==> config.mk <==
export PLATFORM = sky130hd
export DESIGN_NAME = orientation_state_report
export DESIGN_NICKNAME = d
export VERILOG_FILES = /design/src/orient_pkg.sv /design/src/orientation_state_report.sv /design/src/orient_debounce.sv
export SDC_FILE = /design/constraint.sdc
export NUM_CORES = 1
export LEC_CHECK = 0
export BUFFER_PORTS_ARGS = -buffer_cell sky130_fd_sc_hd__buf_2
export CORE_ASPECT_RATIO = 1.5
export CORE_UTILIZATION = 48
export CTS_CLUSTER_DIAMETER = 150
export DETAILED_ROUTE_END_ITERATION = 10
export GPL_TIMING_DRIVEN = 0
export PLACE_DENSITY_LB_ADDON = 0.25
export SYNTH_ARGS = -nofsm -noshare
export SYNTH_HDL_FRONTEND = slang
export SYNTH_SLANG_ARGS = --single-unit
==> constraint.sdc <==
create_clock -name clk_sys_i -period 2.67 [get_ports clk_sys_i]
set_input_delay 0.4005 -clock clk_sys_i [delete_from_list [all_inputs] [get_ports clk_sys_i]]
set_output_delay 0.4005 -clock clk_sys_i [all_outputs]
set_load 0.01 [all_outputs]
==> src/orient_pkg.sv <==
// Shared constants and types for the orientation status and setup logic.
// Assumes the register port and sample strobe run on the single system clock.
package orient_pkg;

    // Register offsets.
    localparam logic [7:0] ADDR_STATUS = 8'h28;
    localparam logic [7:0] ADDR_SETUP = 8'h29;

    // Status register field positions.
    localparam int STAT_FLAG_BIT = 7;
    localparam int STAT_LOCK_BIT = 6;
    localparam int STAT_PL_LSB = 1;
    localparam int STAT_BF_BIT = 0;

    // Setup register field positions and values after reset.
    localparam int SETUP_MODE_BIT = 7;
    localparam int SETUP_EN_BIT = 6;
    localparam logic [7:0] SETUP_RESET = 8'h80;
    localparam logic [7:0] STATUS_RESET = 8'h00;
    localparam logic [7:0] RDATA_RESET = 8'h00;
    localparam logic [7:0] COUNT_RESET = 8'h00;
    localparam logic [7:0] COUNT_MAX = 8'hff;

    // Portrait/landscape encodings.
    localparam logic [1:0] PL_PORTRAIT_UP = 2'h0;
    localparam logic [1:0] PL_PORTRAIT_DOWN = 2'h1;
    localparam logic [1:0] PL_LANDSCAPE_RIGHT = 2'h2;
    localparam logic [1:0] PL_LANDSCAPE_LEFT = 2'h3;

    // Back/front encodings.
    localparam logic BF_FRONT = 1'b0;
    localparam logic BF_BACK = 1'b1;

    typedef struct packed {
        logic tilt_lockout;
        logic [1:0] portrait_landscape_state;
        logic back_front_state;
    } orient_s;

    localparam orient_s ORIENT_RESET = '{1'b0, PL_PORTRAIT_UP, BF_FRONT};

    typedef enum logic [1:0] {
        MODE_STANDBY,
        MODE_ACTIVE,
        MODE_EXT_TRIGGER
    } op_mode_e;

    typedef struct packed {
        logic wr;
        logic rd;
        logic [7:0] addr;
        logic [7:0] wdata;
    } reg_req_s;

endpackage : orient_pkg

==> src/orientation_state_report.sv <==
// Orientation status and setup registers with change flag and debounce.
// Assumes the serial interface front end delivers one-cycle read and write
// strobes, and the angle logic delivers a raw orientation once per sample.
//
// Summary of operation
// - Change flag bit 7 sets on state change.
// - Flag sets after first determination once running.
// - Reading status register clears change flag.
// - Flag rising edge clears auto-wake/sleep timer.
// - Event source bit shows pending change event.
// - Bit 6 reads tilt lockout condition.
// - Bits 2:1 encode portrait/landscape state.
// - Bit 0: 0 front, 1 back.
// - State fields keep tracking while flag set.
// - Reset zeroes back/front and portrait/landscape.
// - Leaving standby clears back/front and portrait/landscape.
// - Orientation held while any axis above 1.25g.
// - Mode 0 decrements debounce count on change.
// - Mode 1 clears debounce count on change.
// - Enable bit 6 turns function on; default off.
// - New orientation persists programmed samples before flag.
// - Debounce resets on standby entry/exit and wake/sleep changes.
// - Debounce count frozen while above 1.25g.
`timescale 1ns/1ns
`default_nettype none
module orientation_state_report (
    input wire logic clk_sys_i,
    input wire logic rst_n_i,
    input wire orient_pkg::reg_req_s reg_req_i,
    output logic [7:0] reg_rdata_o,
    input wire logic sample_i,
    input wire orient_pkg::orient_s orient_raw_i,
    input wire logic over_range_i,
    input wire orient_pkg::op_mode_e op_mode_i,
    input wire logic aws_state_i,
    input wire logic [7:0] orientation_debounce_count_i,
    output logic [7:0] status_o,
    output logic orientation_event_source_o,
    output logic aws_timer_clear_o,
    output logic orientation_detect_enable_o
);
    import orient_pkg::*;

    // Builds the status byte; unused bits 5:3 read as zero.
    function automatic logic [7:0] status_byte(input logic flag, input orient_s st);
        logic [7:0] b;
        b = STATUS_RESET;
        b[STAT_FLAG_BIT] = flag;
        b[STAT_LOCK_BIT] = st.tilt_lockout;
        b[STAT_PL_LSB +: 2] = st.portrait_landscape_state;
        b[STAT_BF_BIT] = st.back_front_state;
        return b;
    endfunction : status_byte

    logic [7:0] setup_reg;
    logic [7:0] rdata_reg;
    orient_s orient_reg;
    orient_s raw_prev_reg;
    logic flag_reg;
    logic first_pending_reg;
    logic aws_clear_reg;
    op_mode_e mode_prev_reg;
    logic aws_prev_reg;

    logic enable;
    logic clear_mode;
    logic enter_run;
    logic leave_run;
    logic aws_change;
    logic running;
    logic evaluate;
    logic restart;
    logic differ;
    logic match;
    logic done;
    logic accept;
    logic flag_set;
    logic rd_status;
    logic wr_setup;
    logic [7:0] count;

    assign enable = setup_reg[SETUP_EN_BIT];
    assign clear_mode = setup_reg[SETUP_MODE_BIT];
    assign rd_status = reg_req_i.rd && reg_req_i.addr == ADDR_STATUS;
    assign wr_setup = reg_req_i.wr && reg_req_i.addr == ADDR_SETUP;

    // Mode edges are taken from the previous cycle's mode.
    assign enter_run = mode_prev_reg == MODE_STANDBY && op_mode_i != MODE_STANDBY;
    assign leave_run = mode_prev_reg != MODE_STANDBY && op_mode_i == MODE_STANDBY;
    assign aws_change = aws_state_i != aws_prev_reg;
    assign running = mode_prev_reg != MODE_STANDBY && op_mode_i != MODE_STANDBY;

    // A disabled function restarts the debounce so that enabling starts clean.
    assign restart = enter_run || leave_run || aws_change || !enable;

    // Samples above the 1.25g limit are not evaluated at all.
    assign evaluate = sample_i && enable && running && !over_range_i;

    assign differ = orient_raw_i != orient_reg;
    assign match = orient_raw_i == raw_prev_reg;

    orient_debounce u_debounce (
        .clk_sys_i(clk_sys_i),
        .rst_n_i(rst_n_i),
        .restart_i(restart),
        .sample_i(sample_i && enable && running),
        .freeze_i(over_range_i),
        .differ_i(differ),
        .match_i(match),
        .clear_mode_i(clear_mode),
        .limit_i(orientation_debounce_count_i),
        .count_o(count),
        .done_o(done)
    );

    // The first determination after leaving standby is taken without debounce.
    assign accept = evaluate && (first_pending_reg || done);
    assign flag_set = accept;

    always_ff @(posedge clk_sys_i) begin
        if (!rst_n_i) begin
            mode_prev_reg <= MODE_STANDBY;
            aws_prev_reg <= 1'b0;
        end else begin
            mode_prev_reg <= op_mode_i;
            aws_prev_reg <= aws_state_i;
        end
    end

    always_ff @(posedge clk_sys_i) begin
        if (!rst_n_i) begin
            setup_reg <= SETUP_RESET;
        end else if (wr_setup) begin
            setup_reg <= reg_req_i.wdata;
        end
    end

    // Reported orientation; fields follow accepted changes even with the flag set.
    always_ff @(posedge clk_sys_i) begin
        if (!rst_n_i) begin
            orient_reg <= ORIENT_RESET;
        end else if (enter_run) begin
            orient_reg.portrait_landscape_state <= PL_PORTRAIT_UP;
            orient_reg.back_front_state <= BF_FRONT;
        end else if (accept) begin
            orient_reg <= orient_raw_i;
        end
    end

    // Previous raw sample, used to see whether a candidate holds steady.
    always_ff @(posedge clk_sys_i) begin
        if (!rst_n_i) begin
            raw_prev_reg <= ORIENT_RESET;
        end else if (evaluate) begin
            raw_prev_reg <= orient_raw_i;
        end
    end

    always_ff @(posedge clk_sys_i) begin
        if (!rst_n_i) begin
            first_pending_reg <= 1'b0;
        end else if (enter_run) begin
            first_pending_reg <= 1'b1;
        end else if (evaluate) begin
            first_pending_reg <= 1'b0;
        end
    end

    // A change that lands in the same cycle as a status read is kept.
    always_ff @(posedge clk_sys_i) begin
        if (!rst_n_i) begin
            flag_reg <= 1'b0;
        end else if (flag_set) begin
            flag_reg <= 1'b1;
        end else if (rd_status) begin
            flag_reg <= 1'b0;
        end
    end

    // Registered pulse aligned with the cycle the flag first reads high.
    always_ff @(posedge clk_sys_i) begin
        if (!rst_n_i) begin
            aws_clear_reg <= 1'b0;
        end else begin
            aws_clear_reg <= flag_set && !flag_reg;
        end
    end

    // Read data is registered; bus answer is valid one cycle after the strobe.
    always_ff @(posedge clk_sys_i) begin
        if (!rst_n_i) begin
            rdata_reg <= RDATA_RESET;
        end else if (reg_req_i.rd) begin
            unique case (reg_req_i.addr)
                ADDR_STATUS: rdata_reg <= status_byte(flag_reg, orient_reg);
                ADDR_SETUP: rdata_reg <= setup_reg;
                default: rdata_reg <= RDATA_RESET;
            endcase
        end
    end

    assign reg_rdata_o = rdata_reg;
    assign status_o = status_byte(flag_reg, orient_reg);
    assign orientation_event_source_o = flag_reg;
    assign aws_timer_clear_o = aws_clear_reg;
    assign orientation_detect_enable_o = enable;
endmodule : orientation_state_report
`default_nettype wire

==> src/orient_debounce.sv <==
// Orientation debounce counter: counts samples of a stable new orientation.
// Assumes sample_i is a one-cycle strobe per output-data-rate period.
`timescale 1ns/1ns
`default_nettype none
module orient_debounce (
    input wire logic clk_sys_i,
    input wire logic rst_n_i,
    input wire logic restart_i,
    input wire logic sample_i,
    input wire logic freeze_i,
    input wire logic differ_i,
    input wire logic match_i,
    input wire logic clear_mode_i,
    input wire logic [7:0] limit_i,
    output logic [7:0] count_o,
    output logic done_o
);
    import orient_pkg::*;

    logic [7:0] count_reg;
    logic [8:0] count_inc;
    logic step;

    assign step = sample_i && !freeze_i && !restart_i;
    assign count_inc = {1'b0, count_reg} + 9'h001;
    assign count_o = count_reg;
    // A limit of zero accepts a new orientation on its first sample.
    assign done_o = step && differ_i &&
        ((match_i && count_inc >= {1'b0, limit_i}) || limit_i == COUNT_RESET);

    always_ff @(posedge clk_sys_i) begin
        if (!rst_n_i || restart_i) begin
            count_reg <= COUNT_RESET;
        end else if (step) begin
            if (!differ_i) begin
                count_reg <= COUNT_RESET;
            end else if (!match_i) begin
                if (clear_mode_i || count_reg == COUNT_RESET) begin
                    count_reg <= COUNT_RESET;
                end else begin
                    count_reg <= count_reg - 8'h01;
                end
            end else if (count_reg != COUNT_MAX) begin
                count_reg <= count_inc[7:0];
            end
        end
    end
endmodule : orient_debounce
`default_nettype wire

======== Word-level counts from Yosys, hierarchy flattened ========
Index checks and enable logic that the tools add are counted.
storage, ports and cells
  bits in registers ....................... 38
  input bits .............................. 37
  output and inout bits ................... 19
  word-level logic and storage cells ...... 72
operators by class
  add/subtract/negate cells ............... 2
  order comparisons ....................... 1
  equal/unequal tests ..................... 7
  mux-type cells .......................... 9
  bitwise operators ....................... 2
  reductions and logical operators ........ 37
operators with widths
  cell                                                                 count
  8-bit 2-to-1 mux                                                     4
  8-bit by 6-bit == test with 1-bit output (second input constant)     2
  8-bit logical NOT                                                    2
  8-bit case mux with 2 select lines                                   1
  1-bit logical AND                                                    14
  8-bit by 1-bit adder with 9-bit output (second input constant)       1
  9-bit by 8-bit >= comparator with 1-bit output                       1
  8-bit inequality test (second input constant)                        1
  2-bit nonzero test                                                   4
  8-bit by 1-bit subtractor with 8-bit output (second input constant)  1
  1-bit logical OR                                                     7
  1-bit logical NOT                                                    5
  4-bit == test                                                        1
  2-bit logical NOT                                                    2
  1-bit 2-to-1 mux                                                     4
  4-bit inequality test                                                1
  2-bit AND reduction                                                  2
  3-bit inequality test (second input constant)                        1
  1-bit NOT                                                            2
  2-bit OR reduction                                                   1
  1-bit inequality test                                                1

======== Longest topological paths before layout ========
Gate-level depths: netlist (run 1).
  word-level depth ........................ 12
  gate-level depth with buffers ........... 10
  gate-level depth less buffers ........... 10

======== Modules after synthesis ========
Synthesis (run 1) repeated with hierarchy kept, for this count alone.
unflattened totals
  cell total of the unflattened synthesis .. 277
  area total of the unflattened synthesis .. 2349.8 µm²
modules (own cells, without submodules)
  module                    times used  cells each  area an instance (µm²)  sequential area each (µm²)
  orientation_state_report  1           154         1401.3                  600.6
  orient_debounce           1           123         948.4                   160.2

======== Worst setup path before layout (run 1) ========
Ideal clock, no wire load.
  kind .................................... flip-flop to flip-flop
  start ................................... register u_debounce.count_reg[0], in the netlist u_debounce.count_o[0]
  end ..................................... register orient_reg (netlist bit status_o[6])
  library setup time ...................... 0.072 ns
  arrival ................................. 2.321 ns
  required time ........................... 2.598 ns
  slack ................................... 0.277 ns
  stages on the path, launching flop included .. 11
  buffers on the path ..................... 0
  period minus slack after synthesis ...... 2.393 ns
  path through ............................ dfxtp_1 -> ha_1 -> nand3_2 -> nor2_1 -> xnor2_1 -> ha_1 -> a21oi_1 -> o21ai_0 -> a221o_1 -> a311oi_2 -> mux2i_1
between the ends
  longest elaborated chain between the ends .. 8
ends and longest elaborated chain
  what                                            line                             text
  start: declaration                              orient_debounce.sv:20            logic [7:0] count_reg;
  start signal: assignment                        orient_debounce.sv:41            count_reg <= count_reg - 8'h01;
  start signal: assignment                        orient_debounce.sv:44            count_reg <= count_inc[7:0];
  8-bit by 1-bit adder with 9-bit output          orient_debounce.sv:25            assign count_inc = {1'b0, count_reg} + 9'h001;
  9-bit by 8-bit >= comparator with 1-bit output  orient_debounce.sv:29            ((match_i && count_inc >= {1'b0, limit_i}) || limit_i == COUNT_RESET);
  1-bit logical AND                               orient_debounce.sv:29
  1-bit logical OR                                orient_debounce.sv:29
  1-bit logical AND                               orient_debounce.sv:28            assign done_o = step && differ_i &&
  1-bit logical OR                                orientation_state_report.sv:117  assign accept = evaluate && (first_pending_reg || done);
  1-bit logical AND                               orientation_state_report.sv:117
  2-bit AND reduction (no line)                   n/a
  end signal: assignment                          orientation_state_report.sv:146  orient_reg <= orient_raw_i;
  end: declaration                                orientation_state_report.sv:57   orient_s orient_reg;
Every way passes these cells.
A chain may end at the register's enable or synchronous reset.

======== Final worst setup path (run 1) ========
  start ................................... register u_debounce.count_reg[0], in the netlist u_debounce.count_o[0]
  end ..................................... register orient_reg (netlist bit status_o[0])
between the ends
  longest elaborated chain between the ends .. 7
ends and longest elaborated chain
  what                                            line
  8-bit by 1-bit adder with 9-bit output          orient_debounce.sv:25
  9-bit by 8-bit >= comparator with 1-bit output  orient_debounce.sv:29
  1-bit logical AND                               orient_debounce.sv:29
  1-bit logical OR                                orient_debounce.sv:29
  1-bit logical AND                               orient_debounce.sv:28
  1-bit logical OR                                orientation_state_report.sv:117
  1-bit logical AND                               orientation_state_report.sv:117
Every way passes these cells.

==> qor.csv, run 1 <==
metric;value;unit
DRC errors left;0;
Die Width;59.5;µm
Post-Synth XOR/XNOR Area;6.25;%
# IOs;56;
fin crit share;94.7;%
Core ar.;4810;µm²
largest net degree at the start of global routing;13;
vias after detailed routing;2212;
Reg2Reg Launch Point;u_debounce.count_o[0];
Hold Path Class;input pin to register;
main combinational cell family by area after synthesis;simple AND/OR/NAND/NOR gates;
Final ANT Viol Nets;0;
clock sink total;38;
CP bufs+invs;0;
H-tree lvl count;2;
CP Capture Type;register;
Final Critical Period;2530;ps
worst-path cell chain;ha_4 > nand3_4 > nor2_2 > xnor2_2 > ha_1 > a21oi_1 > o21ai_0 > a221o_1 > a31oi_4 > mux2i_1;
skew final;8.00;ps
Fillers;503;
status;finished, final reports clean;
Synth Area in Compound Gates;18.1;%
crit path launch type;register;
LEAKAGE;1.26;nW
first-pass GRT wire length;8.83;mm
Hold WS;313;ps
CP required;2890;ps
R2R Path End;status_o[0];
Ant. Diodes;0;
Distinct cells, synth;56;
vias per cell;5.37;
crit-path leading delay family;compound AO/OA/AOI/OAI gates;
Final Wtd Congestion;0.983;
CTS Buf Count;5;
Max clock buf depth;2;
Async SR Flop Fraction;0;%
FF+latch count, synth;38;
Max rail drop VDD;0.000216;V
fmax;395;MHz
worst slew pin tran;695;ps
FP Rows;31;
hold violation count in the final report;0;
Inst Count DP;404;
Synth Flop Type;dfxtp_1;
setup TNS;0;ps
Yosys warnings;0;
vias in the first global route;1981;
Initial Utilization;49.5;%
R2R setup slack;140;ps
gr ovfl total;0;
post-synthesis mux area share;3.89;%
die height;88.3;µm
post-synthesis adder-cell area fraction;6.83;%
EDFF count, synth;0;
# port buffers;51;
hold worst-path end;mode_prev_reg[0];
synthesized area per cell;8.36;µm²
CP peak stage delay;430;ps
CP Class;register to register;
Tot GR Track Use;22.3;%
max-cap viol count;0;
slowest cell on the critical path;a221o_1;
CP Max Fanout;6;
CTS tree;done;
Clk Tree Root Cell;clkbuf_8;
Max Slew Vio Count;0;
post-detailed-placement half-perimeter wirelength;4.41;mm
initial antenna violation count;0;
Util after Layout;59.7;%
die area;5250;µm²
max_slew headroom;53.5;%
synthesized area;2380;µm²
crit path DAT;2750;ps
insertion delay to the later sink of the worst-skew pair;300;ps
Synth-to-Final Area Change;20.4;%
Clock transition at path regs;70;ps
Setup-failing EPs final;0;
WL per Instance;13.4;µm
Final Non-Filler Cells;412;
layout cells sized above 1;26.3;%
register area share after synthesis;31.9;%
Pwr Total;0.00109;W
# nets final;395;
Synth Area in Simple Gates;26.6;%
Pwr Density;382;nW/µm²
First-pass DRT Iterations;4;
cells after synthesis;285;
DRT iter0 DRCs;53;
worst hold start;op_mode_i[0];
WL final;5.53;mm
Hold Crit Depth;2;
hold-fix buffer count after cts;0;
Worst Reg2Reg Path Length in Cells;10;
report_power, final:
group          internal (W)  total, W  switching, W
registers          0.000569  0.000571    0.00000162
clock network      0.000208  0.000421      0.000214
logic             0.0000486  0.000103     0.0000541
per-layer routing:
metal	track usage (%)	routed length, µm
met5	0	0
met4	11.8	162
met3	3.95	221
met2	42.0	3050
met1	22.7	2100
cells in the mapped netlist (all sizes together) (3+ instances only):
library cell	instances	share of area, %
a32oi	6	2.2
ha	13	6.8
nor2	9	1.5
nor4	5	1.9
inv	13	2.0
mux2i	7	2.9
or2	3	0.79
clkbuf	5	0.79
nor2b	4	1.1
buf	13	3.4
o21ai	4	0.84
and2	5	1.3
nand2b	9	2.4
a21boi	20	6.3
dfxtp	38	32
nand3	23	5.0
xnor2	11	4.0
nand2	44	6.9
a21oi	10	2.3
xor2	6	2.2
and3	4	1.1
logic make-up (layout without fill, tap and decap cells):
group / after synthesis / count (layout)
compound gates: 56 / 56
xor+xnor: 17 / 17
fa+ha+maj: 13 / 13
buf+inv: 31 / 90
flops: 38 / 38
mux: 9 / 9
other cells: 1 / 3
simple gates: 120 / 120
how the worst max path moves through the flow:
| stage | startpoint | endpoint | cells past startpoint | slack [ps] |
|---|---|---|---|---|
| floorplan | u_debounce.count_o[0] | status_o[6] | 10 | 280 |
| global placement | u_debounce.count_o[0] | status_o[1] | 10 | -30 |
| detailed placement | u_debounce.count_o[0] | status_o[0] | 10 | -90 |
| finish | u_debounce.count_o[0] | status_o[0] | 10 | 140 |
| global route | u_debounce.count_o[0] | status_o[1] | 10 | -20 |
| CTS | u_debounce.count_o[1] | status_o[0] | 10 | 7 |
per-stage QoR:
stage                     cell area [µm²]  setup slack, ps
final                                2870              141
after global routing                 2870            -23.7
after CTS                            2830             7.06
after floorplan                      2390              277
after detailed placement             2730            -90.9
after global placement               2730            -31.1
final cells by class:
type / instances / area [µm²] / share of cell area [%]
tap: 66 / 82.6 / 2.88
clock inverter: 2 / 12.5 / 0.436
inverter: 13 / 48.8 / 1.70
clock buffer: 6 / 82.6 / 2.88
buffer: 18 / 103 / 3.58
timing repair buffer: 51 / 255 / 8.90
sequential: 38 / 766 / 26.7
multi-input combinational: 218 / 1520 / 52.9
layout by cell type (no fill, tap or decap), types with 3 or more instances in the layout:
cell type	count
inv_1	13
nand3_1	22
nand2_1	44
and2_1	5
a21boi_0	16
conb_1	3
and3_1	3
nor4_1	4
buf_2	55
nor2b_1	4
dfxtp_1	36
mux2i_1	7
clkbuf_1	5
xor2_1	6
buf_4	7
a32oi_1	6
ha_1	12
xnor2_1	9
a21boi_1	4
nor2_1	7
a21oi_1	9
nand2b_1	9
clkbuf_8	6
timing repair:
action | in CTS | in global routing
endpoints found under the setup margin | 6 | 6
resized for setup | 2 | 9
hold endpoints to repair | 0 | 0
pin swaps | 2 | 3
setup buffers | 0 | 0
Power figures use the tool's default switching activity.
==> run 2: changes to the inputs <==
BUFFER_PORTS_ARGS = default   (was -buffer_cell sky130_fd_sc_hd__buf_2)
DONT_BUFFER_PORTS = 1   (was default)
==> qor.csv, run 2 (same netlist as run 1, synthesis figures left out) <==
metric;value;unit
CP required;2880;ps
slowest cell on the critical path;a221o_1;
DRC errors left;0;
Util after Layout;55.4;%
Crit path depth;10;
# port buffers;0;
crit-path leading delay family;compound AO/OA/AOI/OAI gates;
Tot GR Track Use;21.7;%
first-pass GRT wire length;8.62;mm
worst-path cell chain;ha_4 > nand3_4 > nor2_4 > xnor2_2 > ha_1 > a21oi_1 > o21ai_0 > a221o_1 > a31oi_4 > mux2i_1;
fmax;395;MHz
Hold Crit Depth;1;
Sw Share;20.4;%
gr ovfl total;0;
Core ar.;4810;µm²
post-detailed-placement half-perimeter wirelength;4.26;mm
Reg power frac;46.6;%
Die Width;59.5;µm
NetSw;0.000250;W
Pwr Density;460;nW/µm²
status;finished, final reports clean;
First-pass DRT Iterations;4;
max-cap viol count;0;
fin crit share;94.7;%
worst slew pin tran;680;ps
hold violation count in the final report;0;
fin worst setup slack;140;ps
Final Non-Filler Cells;361;
Max clock buf depth;2;
Clock Power Share;47.8;%
Worst Setup SP;u_debounce.count_o[1];
Inst Count DP;353;
Clk Tree Root Cell;clkbuf_8;
Comb power frac;5.7;%
worst slack, placed;-106;ps
Final Critical Period;2530;ps
CP bufs+invs;0;
hold-fix buffer count after cts;0;
layout cells sized above 1;13.6;%
CTS tree;done;
WL final;5.31;mm
Setup crit end;status_o[2];
skew final;7.69;ps
Final Wtd Congestion;0.947;
max_slew headroom;54.6;%
H-tree lvl count;2;
Clock transition at path regs;70;ps
CTS Buf Count;5;
clock sink total;38;
Fillers;483;
Hold WS;231;ps
vias after detailed routing;2027;
Max rail drop VDD;0.000251;V
LEAKAGE;1.06;nW
CP peak stage delay;440;ps
setup TNS;0;ps
RSZ-0062 raised after global routing;no;
FP Rows;31;
most frequent cells in the layout;44 x nand2_1, 36 x dfxtp_1, 22 x nand3_1, 16 x a21boi_0, 13 x inv_1;
Reg2Reg Launch Point;u_debounce.count_o[1];
largest net degree at the start of global routing;14;
Initial Utilization;49.5;%
Setup-failing EPs final;0;
vias per cell;5.61;
commonest non-fill, non-tap cell in the layout;nand2_1;
Ant. Diodes;0;
# IOs;56;
CP Max Fanout;6;
WL per Instance;14.7;µm
Final ANT Viol Nets;0;
insertion delay to the later sink of the worst-skew pair;290;ps
die area;5250;µm²
Worst Reg2Reg Path Length in Cells;10;
DRT iter0 DRCs;65;
Int Power;0.000975;W
Max Slew Vio Count;0;
Register Area;766;µm²
crit path DAT;2740;ps
R2R Path End;status_o[2];
crit path launch type;register;
Synth-to-Final Area Change;11.9;%
Hold Path Class;input pin to register;
R2R setup slack;140;ps
CP Capture Type;register;
die height;88.3;µm
CP Class;register to register;
initial antenna violation count;0;
# nets final;344;
Multi-input gate area;1530;µm²
vias in the first global route;1971;
==> run 2: cell types whose count changed in the layout (fill, tap and decap cells not counted), sizes merged <==
cell	before	now
bufinv	0	2
clkbuf	12	11
buf	63	12
clkinvlp	1	0
==> run 2: how the worst min path moves through the flow <==
stage                            start          endpoint  slack (ps)
final                     op_mode_i[1]  mode_prev_reg[1]         230
after global placement    setup_reg[2]      setup_reg[2]         450
after global routing      op_mode_i[1]  mode_prev_reg[1]         220
after detailed placement  setup_reg[3]      setup_reg[3]         460
after floorplan           setup_reg[1]      setup_reg[1]         440
after CTS                 op_mode_i[1]  mode_prev_reg[1]         220
==> run 2: power groups by stage <==
stage	Clock [W]	Combinational [W]	Sequential (W)
floorplan	0	0.0000578	0.000585
global placement	0	0.0000687	0.000585
detailed placement	0	0.0000699	0.000585
CTS	0.000599	0.0000704	0.000571
global route	0.000624	0.0000783	0.000571
finish	0.000585	0.0000696	0.000570
==> run 2: through the flow <==
| stage | total power, W | instance area (µm²) |
|---|---|---|
| detailed placement | 0.000655 | 2470 |
| global placement | 0.000653 | 2470 |
| floorplan | 0.000642 | 2390 |
| CTS | 0.00124 | 2620 |
| global route | 0.00127 | 2670 |
| finish | 0.00123 | 2670 |
==> run 2: layer usage <==
metal	vias up	global-route usage [%]	share of wire, %	wire length (µm)
li1	1013	-	-	-
met3	10	4.68	5.2	275
met4	0	9.09	2.0	108
met2	56	43.6	57	3010
met5	-	0	0	0
met1	948	20.2	36	1920
==> run 2: what timing repair did <==
action / in CTS / in global routing
gates cloned: 0 / 0
setup buffers: 0 / 0
endpoints found under the setup margin: 6 / 6
pin swaps: 2 / 3
resized for setup: 3 / 10
==> run 2: layout make-up <==
type                    instances  share of cell area, %
clock inverters                 3                   2.58
plain buffers                  18                   3.85
clock buffers                   5                   2.58
multi-input cells             218                   57.3
inverters                      13                   1.83
flip-flops and latches         38                   28.7
well taps                      66                   3.10
